--- config.mk ---
export PLATFORM = sky130hd
export DESIGN_NAME = sclm_line_top
export DESIGN_NICKNAME = d
export VERILOG_FILES = /design/src/rtl/sclm_pkg.sv /design/src/rtl/sclm_if.sv /design/src/rtl/sclm_cc_decoder.sv /design/src/rtl/sclm_line_top.sv
export VERILOG_INCLUDE_DIRS = /design/src /design/src/rtl
export SDC_FILE = /design/constraint.sdc
export NUM_CORES = 1
export LEC_CHECK = 0
export BUFFER_PORTS_ARGS = -buffer_cell sky130_fd_sc_hd__buf_2
export CAP_MARGIN = 5
export CORE_ASPECT_RATIO = 1.5
export CORE_MARGIN = 2
export CORE_UTILIZATION = 55
export DETAILED_ROUTE_END_ITERATION = 10
export PLACE_DENSITY = 0.85
export SYNTH_ARGS = -nofsm -noshare
export SYNTH_HDL_FRONTEND = slang
export SYNTH_SLANG_ARGS = --single-unit
--- constraint.sdc ---
create_clock -name i_ref_clk -period 4.05 [get_ports i_ref_clk]
set_clock_uncertainty 0.05 [all_clocks]
set_input_delay 0.81 -clock i_ref_clk [delete_from_list [all_inputs] [get_ports i_ref_clk]]
set_output_delay 0.81 -clock i_ref_clk [all_outputs]
set_load 0.1 [all_outputs]
--- src/rtl/sclm_defines.svh ---
// Offsets, field positions, reset values and timing counts of the line-mode block.
`ifndef SCLM_DEFINES_SVH
`define SCLM_DEFINES_SVH
`define SCLM_LOOPBACK_CONTROL_ADDR 8'h20
`define SCLM_LOOPBACK_CONTROL_RST  8'h00
`define SCLM_REMOTE_LOOP_BIT       2
`define SCLM_LOCAL_LOOP_BIT        3
`define SCLM_CC_BITS_PER_8K        8
`define SCLM_CC_8K_PER_400         20
`define SCLM_SYNC_BITS             3
`endif

--- src/rtl/sclm_pkg.sv ---
// Types shared by the line-mode block.
`default_nettype none
package sclm_pkg;
  // Line mode selection.
  typedef enum logic [1:0] {
    SCLM_MODE_DIGITAL,
    SCLM_MODE_CC64,
    SCLM_MODE_6312
  } sclm_mode_t;
endpackage
`default_nettype wire

--- src/rtl/sclm_if.sv ---
// Interface carrying the composite-clock decoder signals.
`default_nettype none
interface sclm_dec_if;
  logic pos;    // Positive mark from line.
  logic neg;    // Negative mark from line.
  logic strobe; // One pulse per 64 kHz bit.
  logic mk_8k;  // Violation seen.
  logic mk_400; // Expected violation missing.
  modport top (output pos, output neg, output strobe, input mk_8k, input mk_400);
  modport dec (input pos, input neg, input strobe, output mk_8k, output mk_400);
endinterface
`default_nettype wire

--- src/rtl/sclm_cc_decoder.sv ---
// Composite-clock receive decoder: finds violations and missing violations.
`include "sclm_defines.svh"
`default_nettype none
module sclm_cc_decoder (
  // Clock and reset.
  input wire logic i_ref_clk,
  input wire logic i_reset,
  // Decoder channel.
  sclm_dec_if.dec  dec
);
  import sclm_pkg::*;
  logic       last_neg_q, last_neg_d;   // Polarity of last mark.
  logic [3:0] cnt_q, cnt_d;             // Bits since last violation or missing violation.
  logic       m8_q, m8_d;
  logic       m4_q, m4_d;

  // A mark with the same polarity as the previous one is a violation.
  always_comb begin
    last_neg_d = last_neg_q;
    cnt_d      = cnt_q;
    m8_d       = 1'b0;
    m4_d       = 1'b0;
    if (dec.strobe) begin
      if (dec.pos || dec.neg) begin
        last_neg_d = dec.neg;
      end
      if ((dec.pos && !last_neg_q) || (dec.neg && last_neg_q)) begin
        m8_d  = 1'b1;
        cnt_d = 4'h0;
      end else if (cnt_q == 4'(`SCLM_CC_BITS_PER_8K - 1)) begin
        m4_d  = 1'b1; // Expected violation absent.
        cnt_d = 4'h0;
      end else begin
        cnt_d = cnt_q + 4'h1;
      end
    end
  end

  // Registers only.
  always_ff @(posedge i_ref_clk) begin
    if (i_reset) begin
      last_neg_q <= 1'b0;
      cnt_q      <= 4'h0;
      m8_q       <= 1'b0;
      m4_q       <= 1'b0;
    end else begin
      last_neg_q <= last_neg_d;
      cnt_q      <= cnt_d;
      m8_q       <= m8_d;
      m4_q       <= m4_d;
    end
  end
  assign dec.mk_8k  = m8_q;
  assign dec.mk_400 = m4_q;
endmodule // sclm_cc_decoder
`default_nettype wire

--- src/rtl/sclm_line_top.sv ---
// Loopback paths, composite-clock and 6312 kHz line modes of the timing element.
`include "sclm_defines.svh"
`default_nettype none
module sclm_line_top #(
  parameter int BITS_PER_8K = `SCLM_CC_BITS_PER_8K, // 64 kHz bits per 8 kHz period.
  parameter int PER_400     = `SCLM_CC_8K_PER_400   // 8 kHz periods per 400 Hz period.
) (
  // Clock and reset.
  input  wire logic                i_ref_clk,
  input  wire logic                i_reset,
  // Register port.
  input  wire logic [7:0]          i_reg_addr,
  input  wire logic [7:0]          i_reg_wdata,
  input  wire logic                i_reg_wr,
  output logic      [7:0]          o_reg_rdata,
  // Mode controls.
  input  wire sclm_pkg::sclm_mode_t i_mode,
  input  wire logic                i_cc_400_en,
  input  wire logic                i_jitter_att_en,
  // Line-rate strobes and clocks.
  input  wire logic                i_bit_strobe,
  input  wire logic                i_rec_clk,
  input  wire logic                i_pll_clk,
  // Line interface, receive side.
  input  wire logic                i_rx_line_pos,
  input  wire logic                i_rx_line_neg,
  input  wire logic                i_rx_serial_data,
  input  wire logic                i_tx_8k_sync_in,
  // Formatter and jitter attenuator path.
  input  wire logic                i_fmt_pos,
  input  wire logic                i_fmt_neg,
  input  wire logic                i_ja_pos,
  input  wire logic                i_ja_neg,
  output logic                     o_ja_in_pos,
  output logic                     o_ja_in_neg,
  output logic                     o_framer_pos,
  output logic                     o_framer_neg,
  output logic                     o_rx_data,
  // Line interface, transmit side.
  output logic                     o_tx_line_pos,
  output logic                     o_tx_line_neg,
  output logic                     o_tx_line_oe_n,
  // Clock outputs.
  output logic                     o_rx_clock,
  output logic                     o_pll_out,
  output logic                     o_tx_clock_out,
  // Recovered composite-clock outputs.
  output logic                     o_rx_8k_sync_out,
  output logic                     o_rx_400_out,
  output logic                     o_rx_sync_oe_n
);
  import sclm_pkg::*;

  // Pin inputs pass two flops before use.
  logic [1:0] s_rp_q, s_rn_q, s_sd_q, s_sy_q, s_rc_q, s_pl_q;
  logic rp, rn, sd, sy, rc, pl;
  assign rp = s_rp_q[1];
  assign rn = s_rn_q[1];
  assign sd = s_sd_q[1];
  assign sy = s_sy_q[1];
  assign rc = s_rc_q[1];
  assign pl = s_pl_q[1];

  // Control register; only the two loop selects are kept, others read zero.
  logic remote_loop_enable_q, remote_loop_enable_d;
  logic local_loop_enable_q, local_loop_enable_d;

  // Composite-clock transmitter state.
  logic [3:0] tbit_q, tbit_d;     // Bit within 8 kHz period.
  logic [4:0] t8k_q, t8k_d;       // 8 kHz period within 400 Hz period.
  logic       tlast_neg_q, tlast_neg_d;
  logic       sync_prev_q, sync_prev_d;
  logic       sync_pend_q, sync_pend_d; // Sync edge held until the next bit strobe.
  logic       sync_hit;                 // Sync edge seen now or still pending.
  logic       cc_pos, cc_neg;

  // Registered outputs.
  logic [7:0] rdata_q, rdata_d;
  logic tp_q, tp_d, tn_q, tn_d, toe_q, toe_d;
  logic fp_q, fp_d, fn_q, fn_d, jp_q, jp_d, jn_q, jn_d, rd_q, rd_d;
  logic rck_q, rck_d, pll_q, pll_d, tck_q, tck_d;
  logic r8_q, r8_d, r4_q, r4_d, roe_q, roe_d;

  // Decoder for the composite-clock receive stream.
  sclm_dec_if dif ();
  sclm_cc_decoder u_dec (
    .i_ref_clk (i_ref_clk),
    .i_reset   (i_reset),
    .dec       (dif.dec)
  );
  assign dif.pos    = o_framer_pos;
  assign dif.neg    = o_framer_neg;
  assign dif.strobe = i_bit_strobe && (i_mode == SCLM_MODE_CC64);

  // Register write and readback.
  always_comb begin
    remote_loop_enable_d = remote_loop_enable_q;
    local_loop_enable_d  = local_loop_enable_q;
    if (i_reg_wr && i_reg_addr == `SCLM_LOOPBACK_CONTROL_ADDR) begin
      // Unused bits are expected zero; they are simply not stored.
      remote_loop_enable_d = i_reg_wdata[`SCLM_REMOTE_LOOP_BIT];
      local_loop_enable_d  = i_reg_wdata[`SCLM_LOCAL_LOOP_BIT];
    end
    rdata_d = 8'h00;
    if (i_reg_addr == `SCLM_LOOPBACK_CONTROL_ADDR) begin
      rdata_d[`SCLM_REMOTE_LOOP_BIT] = remote_loop_enable_q;
      rdata_d[`SCLM_LOCAL_LOOP_BIT]  = local_loop_enable_q;
    end
  end

  // Composite-clock encoder: AMI marks every bit, violation at bit 0.
  always_comb begin
    tbit_d      = tbit_q;
    t8k_d       = t8k_q;
    tlast_neg_d = tlast_neg_q;
    sync_prev_d = sy;
    // The sync edge lasts one cycle, so it is held until a strobe uses it.
    // The sync input is dropped in 6312 kHz mode.
    sync_hit    = sync_pend_q || (sy && !sync_prev_q && i_mode != SCLM_MODE_6312);
    sync_pend_d = sync_hit;
    cc_pos      = 1'b0;
    cc_neg      = 1'b0;
    if (i_bit_strobe) begin
      sync_pend_d = 1'b0;
      // A sync edge realigns the period at the next strobe; else it free-runs.
      if (sync_hit) begin
        tbit_d = 4'h0;
      end else if (tbit_q == 4'(BITS_PER_8K - 1)) begin
        tbit_d = 4'h0;
      end else begin
        tbit_d = tbit_q + 4'h1;
      end
      if (tbit_d == 4'h0) begin
        t8k_d = (t8k_q == 5'(PER_400 - 1)) ? 5'h0 : t8k_q + 5'h1;
      end
      // Violation repeats last polarity, omitted once per 400 Hz.
      if (tbit_d == 4'h0 && !(i_cc_400_en && t8k_d == 5'h0)) begin
        cc_neg = tlast_neg_q;
      end else begin
        cc_neg = !tlast_neg_q;
      end
      cc_pos      = !cc_neg;
      tlast_neg_d = cc_neg;
    end
  end

  // Data paths and mode-dependent outputs.
  always_comb begin
    tp_d = tp_q;
    tn_d = tn_q;
    toe_d = 1'b0;
    // Local loop feeds transmit data to the receive side.
    fp_d = local_loop_enable_q ? (i_jitter_att_en ? i_ja_pos : i_fmt_pos) : rp;
    fn_d = local_loop_enable_q ? (i_jitter_att_en ? i_ja_neg : i_fmt_neg) : rn;
    // Attenuator input takes transmit data in local loop.
    jp_d = local_loop_enable_q ? i_fmt_pos : rp;
    jn_d = local_loop_enable_q ? i_fmt_neg : rn;
    rd_d = sd;
    rck_d = rc;
    pll_d = pl;
    tck_d = pl;
    r8_d = dif.mk_8k;
    r4_d = dif.mk_400;
    roe_d = 1'b0;
    unique case (i_mode)
      SCLM_MODE_CC64: begin
        tp_d = cc_pos;
        tn_d = cc_neg;
        if (!i_bit_strobe) begin
          tp_d = 1'b0;
          tn_d = 1'b0;
        end
      end
      SCLM_MODE_6312: begin
        toe_d = 1'b1;  // Line pair floats.
        tp_d = 1'b0;
        tn_d = 1'b0;
        roe_d = 1'b1;
        r8_d = 1'b0;
        r4_d = 1'b0;
        rd_d = 1'b0;  // Serial data pin ignored.
        rck_d = rc;  // Recovered 6312 kHz square wave.
        pll_d = pl;
        tck_d = remote_loop_enable_q ? rc : pl;
      end
      SCLM_MODE_DIGITAL: begin
        tp_d = i_fmt_pos;
        tn_d = i_fmt_neg;
        r8_d = 1'b0;
        r4_d = 1'b0;
      end
      default: begin
        tp_d = 1'b0;
        tn_d = 1'b0;
      end
    endcase
    // Outside 6312 kHz mode, remote loop drives the line from receive, formatter dropped.
    if (remote_loop_enable_q && i_mode != SCLM_MODE_6312) begin
      tp_d = rp;
      tn_d = rn;
    end
  end

  // All registers.
  always_ff @(posedge i_ref_clk) begin
    if (i_reset) begin
      {s_rp_q, s_rn_q, s_sd_q, s_sy_q, s_rc_q, s_pl_q} <= 12'h000;
      remote_loop_enable_q <= 1'b0;
      local_loop_enable_q  <= 1'b0;
      tbit_q <= 4'h0;
      t8k_q <= 5'h00;
      tlast_neg_q <= 1'b0;
      sync_prev_q <= 1'b0;
      sync_pend_q <= 1'b0;
      rdata_q <= `SCLM_LOOPBACK_CONTROL_RST;
      {tp_q, tn_q, toe_q, fp_q, fn_q, jp_q, jn_q, rd_q} <= 8'h00;
      {rck_q, pll_q, tck_q, r8_q, r4_q, roe_q} <= 6'h00;
    end else begin
      s_rp_q <= {s_rp_q[0], i_rx_line_pos};
      s_rn_q <= {s_rn_q[0], i_rx_line_neg};
      s_sd_q <= {s_sd_q[0], i_rx_serial_data};
      s_sy_q <= {s_sy_q[0], i_tx_8k_sync_in};
      s_rc_q <= {s_rc_q[0], i_rec_clk};
      s_pl_q <= {s_pl_q[0], i_pll_clk};
      remote_loop_enable_q <= remote_loop_enable_d;
      local_loop_enable_q  <= local_loop_enable_d;
      tbit_q <= tbit_d;
      t8k_q <= t8k_d;
      tlast_neg_q <= tlast_neg_d;
      sync_prev_q <= sync_prev_d;
      sync_pend_q <= sync_pend_d;
      rdata_q <= rdata_d;
      {tp_q, tn_q, toe_q, fp_q, fn_q, jp_q, jn_q, rd_q} <=
        {tp_d, tn_d, toe_d, fp_d, fn_d, jp_d, jn_d, rd_d};
      {rck_q, pll_q, tck_q, r8_q, r4_q, roe_q} <=
        {rck_d, pll_d, tck_d, r8_d, r4_d, roe_d};
    end
  end

  assign o_reg_rdata      = rdata_q;
  assign o_tx_line_pos    = tp_q;
  assign o_tx_line_neg    = tn_q;
  assign o_tx_line_oe_n   = toe_q;
  assign o_framer_pos     = fp_q;
  assign o_framer_neg     = fn_q;
  assign o_ja_in_pos      = jp_q;
  assign o_ja_in_neg      = jn_q;
  assign o_rx_data        = rd_q;
  assign o_rx_clock       = rck_q;
  assign o_pll_out        = pll_q;
  assign o_tx_clock_out   = tck_q;
  assign o_rx_8k_sync_out = r8_q;
  assign o_rx_400_out     = r4_q;
  assign o_rx_sync_oe_n   = roe_q;
endmodule // sclm_line_top
`default_nettype wire

==> qor.txt, run 1 <==
Fill cells = 305
Share of synthesized area occupied by flip-flops and latches = 0.471
Layout area overhead = 15.5%
Normalized max-slew margin = 0.521
Mapped Avg Cell Area = 9.32 sq um
Residual antenna-violating net count after detailed routing = 0
Setup repair after global routing missed its margin = no
Final setup fails = 0
Number of buffers inserted for hold repair after clock tree synthesis = 0
Total power of the final layout = 979 uW
CTS tree = done
Vias per inst = 5.46
Fraction of layout instances using a drive strength above 1 = 0.220
Depth of the CTS H-tree = 2
Die Span X = 53.7 um
Met3 wire length = 188 um
Clk sinks = 48
Number of max-capacitance violations reported = 0
Number of buffer cells added on primary ports = 43
Height of the chip = 78.6 um
Sum of met2 wire segment lengths after detailed routing = 1950 um
Ys flop type = sky130_fd_sc_hd__dfxtp_1
Avg WL per Cell = 12.4 um
Total half-perimeter wirelength after legalization and detailed placement = 2760 um
Final routed DRC violation total = 0
Number of enable-type register cells in the synthesized netlist = 0
Overall fraction of global-route tracks in use = 0.204
Wire length of the first global-routing pass = 6400 um
Setup fix buffers added after clock tree synthesis = 0
Share of flip-flops with an asynchronous set or reset = 0
Initial drt markers = 17
Internal reg-to-reg setup slack = 1940 ps
Number of nets in the layout = 295
Area fraction of the dominant cell type after synthesis = 0.471
Worst setup SP type = primary input
Yosys top cell by area = sky130_fd_sc_hd__dfxtp_1
Cell Area, Synth = 2040 sq um
Total number of placement rows = 27
Wirelength, routed = 3760 um
Upper clock frequency limit = 0.429 GHz
CP endpoint kind = flip-flop
Antenna violations before repair = 0
Max Transition Viols Final = 0
Number of buffers on the longest clock path = 2
Top area cells in the synthesized netlist = sky130_fd_sc_hd__dfxtp_1 (47%), sky130_fd_sc_hd__nor2b_1 (5.5%), sky130_fd_sc_hd__mux2i_1 (5.4%)
Clock latency on the worst-skew pair = 300 ps
Cts bufs inserted = 5
Leading post-synthesis cells by instance count = sky130_fd_sc_hd__dfxtp_1 (48), sky130_fd_sc_hd__nor2_1 (20), sky130_fd_sc_hd__nor2b_1 (18), sky130_fd_sc_hd__nand2_1 (12)
Resize count post-CTS = 0
1st-pass router iterations = 4
Length of routed wiring on met1 = 1530 um
Starting density of the core = 0.565
Total of flip-flops plus latches after synthesis = 48
Min Tclk post-route = 2330 ps
Syn. warnings = 0
Biggest fanout along the worst timing path = 8
Hold Fails Final Rpt = 0
Maximum number of pins on one net before global-route repair = 43
WP data arrival = 2480 ps
Period Utilization, post-route = 0.576
Required time worst endpoint = 4200 ps
Power density normalized to cell area = 415 nW/um^2
Vias in the first global route = 1492
Root buffer cell = sky130_fd_sc_hd__clkbuf_8
Category of the most critical setup path = in -> reg
Leakage power total = 1.02 nW
Transition time at the pin with the least slew margin = 719 ps
Cell with the most instances after synthesis = sky130_fd_sc_hd__dfxtp_1
Peak supply drop = 0.325 mV
Result of the run = completed
GRT Residual Overflow = 0
Number of inserted diodes = 0
Final weighted congestion of routability-driven global placement = 0.786
Vias after detailed routing = 1649
Post-synthesis cell count = 219
Clock transition at the registers of the reported paths = 90 ps
Core area = 3610 sq um
Number of ports placed on the die boundary = 56
Tightest Hold Check Type = reg -> reg
Uppermost signal routing layer after detailed routing = met4
Number of different library cells in the post-synthesis netlist = 44
Setup TNS = 0 ps
Die footprint = 4220 sq um
cells by family after synthesis:
logic type	count (synthesis)	share of synthesized area
simple gates	97	0.267
fa+ha+maj	3	0.0184
compound gates	36	0.122
mux	13	0.0650
other cells	1	0.00184
flops	48	0.471
buf+inv	21	0.0552
worst paths after layout:
path / to / depth (start not counted) / start
worst max-delay path: tlast_neg_q / 6 / i_mode[0]
worst min register to register: o_rx_400_out / 1 / u_dec.dec.mk_400
worst max register to register: t8k_q[3] / 6 / tbit_q[0]
worst min-delay path: o_rx_400_out / 1 / u_dec.dec.mk_400
cells in the final DEF, fill, tap and decap left out, types with 4 or more instances in the layout:
cell,synthesis,final
sky130_fd_sc_hd__o21ai_0,6,6
sky130_fd_sc_hd__a31oi_1,4,4
sky130_fd_sc_hd__and2_1,4,4
sky130_fd_sc_hd__nor2b_1,18,18
sky130_fd_sc_hd__nand3_1,9,9
sky130_fd_sc_hd__dfxtp_1,48,48
sky130_fd_sc_hd__nor3_1,6,6
sky130_fd_sc_hd__nor2_1,20,20
sky130_fd_sc_hd__nand2_1,12,12
sky130_fd_sc_hd__buf_2,0,43
sky130_fd_sc_hd__mux2i_1,11,11
sky130_fd_sc_hd__inv_1,5,5
sky130_fd_sc_hd__a21oi_1,11,11
sky130_fd_sc_hd__clkbuf_8,0,6
sky130_fd_sc_hd__nand3b_1,4,4
sky130_fd_sc_hd__conb_1,1,6
flip-flops by register name, summed over array words and instances (netlist names), 2 cells and up:
name,cells
s_sy_q,2
o_reg_rdata,2
s_sd_q,2
s_pl_q,2
u_dec.cnt_q,4
s_rc_q,2
t8k_q,5
s_rp_q,2
s_rn_q,2
tbit_q,4
through the flow:
step / area [sq um] / hold WS (ps) / util / setup slack [ps] / std cells
after floorplan: 2060 / 356 / - / 1660 / 224
after global placement: 2230 / 360 / 0.618 / 1420 / 294
after detailed placement: 2230 / 366 / 0.618 / 1360 / 294
after CTS: 2360 / 385 / 0.652 / 1710 / 302
after global routing: 2360 / 409 / 0.652 / 1660 / 302
final: 2360 / 381 / 0.652 / 1720 / 302
layout make-up:
class                   count  area, sq um  area share
multi-input cells         155          986       0.418
flip-flops and latches     48          961       0.408
repair buffers             43          215      0.0913
clock buffers               6         82.6      0.0351
well taps                  43         53.8      0.0228
clock inverters             2         38.8      0.0165
inverters                   5         18.8     0.00797
where the power goes:
| part | internal (mW) | switching [mW] | leakage (nW) | total (mW) |
|---|---|---|---|---|
| Combinational | 0.0362 | 0.0899 | 0.566 | 0.126 |
| Clock | 0.202 | 0.155 | 0.0614 | 0.357 |
| Sequential | 0.486 | 0.00949 | 0.391 | 0.496 |
| Total | 0.724 | 0.254 | 1.02 | 0.979 |
worst max-delay path, cell delays in order:
cell and delay [ps]:
sky130_fd_sc_hd__buf_2 130, sky130_fd_sc_hd__nand2b_1 260, sky130_fd_sc_hd__a31o_4 320, sky130_fd_sc_hd__or3_4 410, sky130_fd_sc_hd__a21boi_0 200, sky130_fd_sc_hd__mux2_2 350
layer usage:
layer / vias up / global-route usage
met4: 0 / 0.0974
met5: - / 0
li1: 833 / -
met2: 40 / 0.345
met1: 769 / 0.227
met3: 7 / 0.0532
Note: power is estimated with default switching activity, not from simulation.
==> inputs of run 2 (changes only) <==
ABC_AREA = 1   (was unset)
CORE_UTILIZATION = 51   (was 55)
PLACE_DENSITY = 0.8   (was 0.85)
clock period = 2.15 ns   (was 4.05 ns; I/O delays follow)
==> qor.txt, run 2 <==
Wirelength, routed = 4430 um
Multi-input gate area = 970 sq um
Register Area = 970 sq um
Final WS setup = 94.9 ps
Most frequent standard cell in the layout excluding fill and tap cells = sky130_fd_sc_hd__dfxtp_1
Number of enable-type register cells in the synthesized netlist = 0
Clk sinks = 48
Mapped Avg Cell Area = 7.57 sq um
Avg WL per Cell = 12.1 um
Peak supply drop = 0.657 mV
Instance count after placement with tap cells included = 354
Vias per inst = 5.02
Share of flip-flops with an asynchronous set or reset = 0
1st-pass router iterations = 4
Library cell contributing the largest single delay on the critical path = sky130_fd_sc_hd__dfxtp_4
Maximum number of pins on one net before global-route repair = 27
Worst Hold Slack = 271 ps
Final routed DRC violation total = 0
CTS tree = done
Layout area overhead = 22.8%
Overall fraction of global-route tracks in use = 0.191
Final setup fails = 0
Period Utilization, post-route = 0.956
Setup repair after global routing missed its margin = yes
Root buffer cell = sky130_fd_sc_hd__clkbuf_8
Syn. warnings = 0
Residual antenna-violating net count after detailed routing = 0
Worst setup SP type = flip-flop
Total half-perimeter wirelength after legalization and detailed placement = 3070 um
Critical path, cell by cell = ha_4 > nor2_1 > nor2_4 > o21ai_4 > nand2_2 > nor2_4 > o21ai_1 > inv_1 > nand3_2 > nand2_1 > nand2_1 > nand2_1 > nand2_1 > a31oi_1
Yosys top cell by area = sky130_fd_sc_hd__dfxtp_1
Delay contributed by the slowest stage of the critical path = 370 ps
Total power of the final layout = 1.97 mW
Most Frequent Cell on Critical Path = sky130_fd_sc_hd__nand2_1
Die footprint = 4590 sq um
Biggest fanout along the worst timing path = 4
Top area cells in the synthesized netlist = sky130_fd_sc_hd__dfxtp_1 (47%), sky130_fd_sc_hd__nor2_1 (7.6%), sky130_fd_sc_hd__inv_1 (7.5%)
Area fraction of the dominant cell type after synthesis = 0.465
Post-synthesis cell count = 273
Share of synthesized area occupied by flip-flops and latches = 0.465
Worst slack after detailed placement = 92.6 ps
Power density normalized to cell area = 776 nW/um^2
Commonest cells after routing, fill and taps aside = sky130_fd_sc_hd__dfxtp_1 (45), sky130_fd_sc_hd__buf_2 (43), sky130_fd_sc_hd__nor2_1 (41)
Initial drt markers = 60
Fill cells = 346
Wire length of the first global-routing pass = 6770 um
Required time worst endpoint = 2330 ps
Clock transition at the registers of the reported paths = 80 ps
Total buffers and inverters traversed by the critical path = 1
Clock latency on the worst-skew pair = 300 ps
Number of nets in the layout = 357
Number of inserted diodes = 0
Number of buffer cells added on primary ports = 43
Number of different library cells in the post-synthesis netlist = 31
Die Span X = 56.0 um
Category of the most critical setup path = reg -> reg
Total of flip-flops plus latches after synthesis = 48
Number of buffers on the longest clock path = 2
Setup TNS = 0 ps
Top Registers = t8k_q (5), tbit_q (4), u_dec.cnt_q (4)
Max FFs per register = 5
Starting density of the core = 0.526
Total number of placement rows = 28
Number of max-capacitance violations reported = 0
Final weighted congestion of routability-driven global placement = 0.808
Vias in the first global route = 1696
Core area = 3920 sq um
Leading post-synthesis cells by instance count = sky130_fd_sc_hd__dfxtp_1 (48), sky130_fd_sc_hd__nor2_1 (42), sky130_fd_sc_hd__inv_1 (41), sky130_fd_sc_hd__nand2_1 (40), sky130_fd_sc_hd__nand3_1 (15)
Final standard cell count with taps included and fillers excluded = 366
Cell Area, Synth = 2070 sq um
Tightest Hold Check Type = in -> reg
Min Tclk post-route = 2060 ps
GRT Residual Overflow = 0
Hold Fails Final Rpt = 0
Upper clock frequency limit = 0.487 GHz
CP endpoint kind = flip-flop
Fraction of layout instances using a drive strength above 1 = 0.290
Normalized max-slew margin = 0.638
Antenna violations before repair = 0
Number of buffers inserted for hold repair after clock tree synthesis = 0
Max Transition Viols Final = 0
Transition time at the pin with the least slew margin = 543 ps
Ys flop type = sky130_fd_sc_hd__dfxtp_1
Internal reg-to-reg setup slack = 90 ps
Leakage power total = 1.20 nW
Top reg by flops = t8k_q
WP data arrival = 2230 ps
Number of ports placed on the die boundary = 56
Depth of the CTS H-tree = 2
Result of the run = completed
Cts bufs inserted = 5
Family of cells with the greatest summed delay on the critical path = simple AND/OR/NAND/NOR gates
Height of the chip = 81.9 um
Vias after detailed routing = 1837
Cell with the most instances after synthesis = sky130_fd_sc_hd__dfxtp_1
[run 2: cell types whose count changed in the layout (fill, tap and decap cells not counted), moves of 5 or more]
cell and change:
sky130_fd_sc_hd__nand2_2 +7, sky130_fd_sc_hd__nor2_4 +6, sky130_fd_sc_hd__o21ai_0 +8, sky130_fd_sc_hd__mux2i_1 -11, sky130_fd_sc_hd__inv_1 +35, sky130_fd_sc_hd__nor3_1 -5
sky130_fd_sc_hd__nand2_1 +25, sky130_fd_sc_hd__buf_4 +5, sky130_fd_sc_hd__nand3_2 +6, sky130_fd_sc_hd__nor2b_1 -18, sky130_fd_sc_hd__nor2_1 +21
[run 2: what timing repair did]
item | 4_1_cts | 5_1_grt
resized for setup | 0 | 23
endpoints found under the setup margin | 0 | 3
buffers inserted | 0 | 4
[run 2: area by class of cell]
| type | count | area share |
|---|---|---|
| Sequential cell | 48 | 0.382 |
| Multi-Input combinational cell | 174 | 0.382 |
| Timing Repair Buffer | 48 | 0.0997 |
| Inverter | 43 | 0.0636 |
| Clock buffer | 7 | 0.0380 |
| Tap cell | 45 | 0.0222 |
| Clock inverter | 1 | 0.0118 |
[run 2: layer usage]
layer  vias to the layer above  GRT usage  part of all wire
met1                       845      0.178              0.37
met2                        46      0.375              0.57
met4                         0      0.117             0.027
li1                        936          -                 -
met5                         -          0                 0
met3                        10     0.0409             0.039
[run 2: final timing paths]
check / start / end / cells past startpoint
worst max-delay path: tbit_q[1] / o_tx_line_neg / 14
worst min-delay path: i_rx_serial_data / s_sd_q[0] / 3
worst max register to register: tbit_q[1] / o_tx_line_neg / 14
worst min register to register: s_pl_q[0] / s_pl_q[1] / 2
[run 2: cells by family (layout without fill, tap and decap cells)]
family,count (synthesis),count (layout),share of synthesized area
adders and majority gates,3,3,0.0182
xor gates and xnor gates,3,3,0.0127
DFF,48,48,0.465
AOI/OAI and AO/OA,39,39,0.105
buffers and inverters,56,99,0.114
and+or+nand+nor,123,123,0.283
other,1,6,0.00182
[run 2: stage by stage]
stage	utilization	area, sq um
2_1_floorplan	-	2080
3_3_place_gp	0.583	2290
3_5_place_dp	0.583	2290
4_1_cts	0.615	2410
5_1_grt	0.646	2540
6_report	0.646	2540
[run 2: worst register-to-register path: stages, from the launching register on]
cell and delay [ps]:
sky130_fd_sc_hd__dfxtp_4 370, sky130_fd_sc_hd__ha_4 160, sky130_fd_sc_hd__nor2_1 160, sky130_fd_sc_hd__nor2_4 80, sky130_fd_sc_hd__o21ai_4 200, sky130_fd_sc_hd__nand2_2 90, sky130_fd_sc_hd__nor2_4 150, sky130_fd_sc_hd__o21ai_1 80
sky130_fd_sc_hd__inv_1 100, sky130_fd_sc_hd__nand3_2 100, sky130_fd_sc_hd__nand2_1 70, sky130_fd_sc_hd__nand2_1 60, sky130_fd_sc_hd__nand2_1 80, sky130_fd_sc_hd__nand2_1 60, sky130_fd_sc_hd__a31oi_1 190
[run 2: power by group]
| group | total [mW] | switching, mW | internal (mW) |
|---|---|---|---|
| logic | 0.328 | 0.234 | 0.0946 |
| registers | 0.937 | 0.0190 | 0.919 |
| clock network | 0.702 | 0.292 | 0.410 |
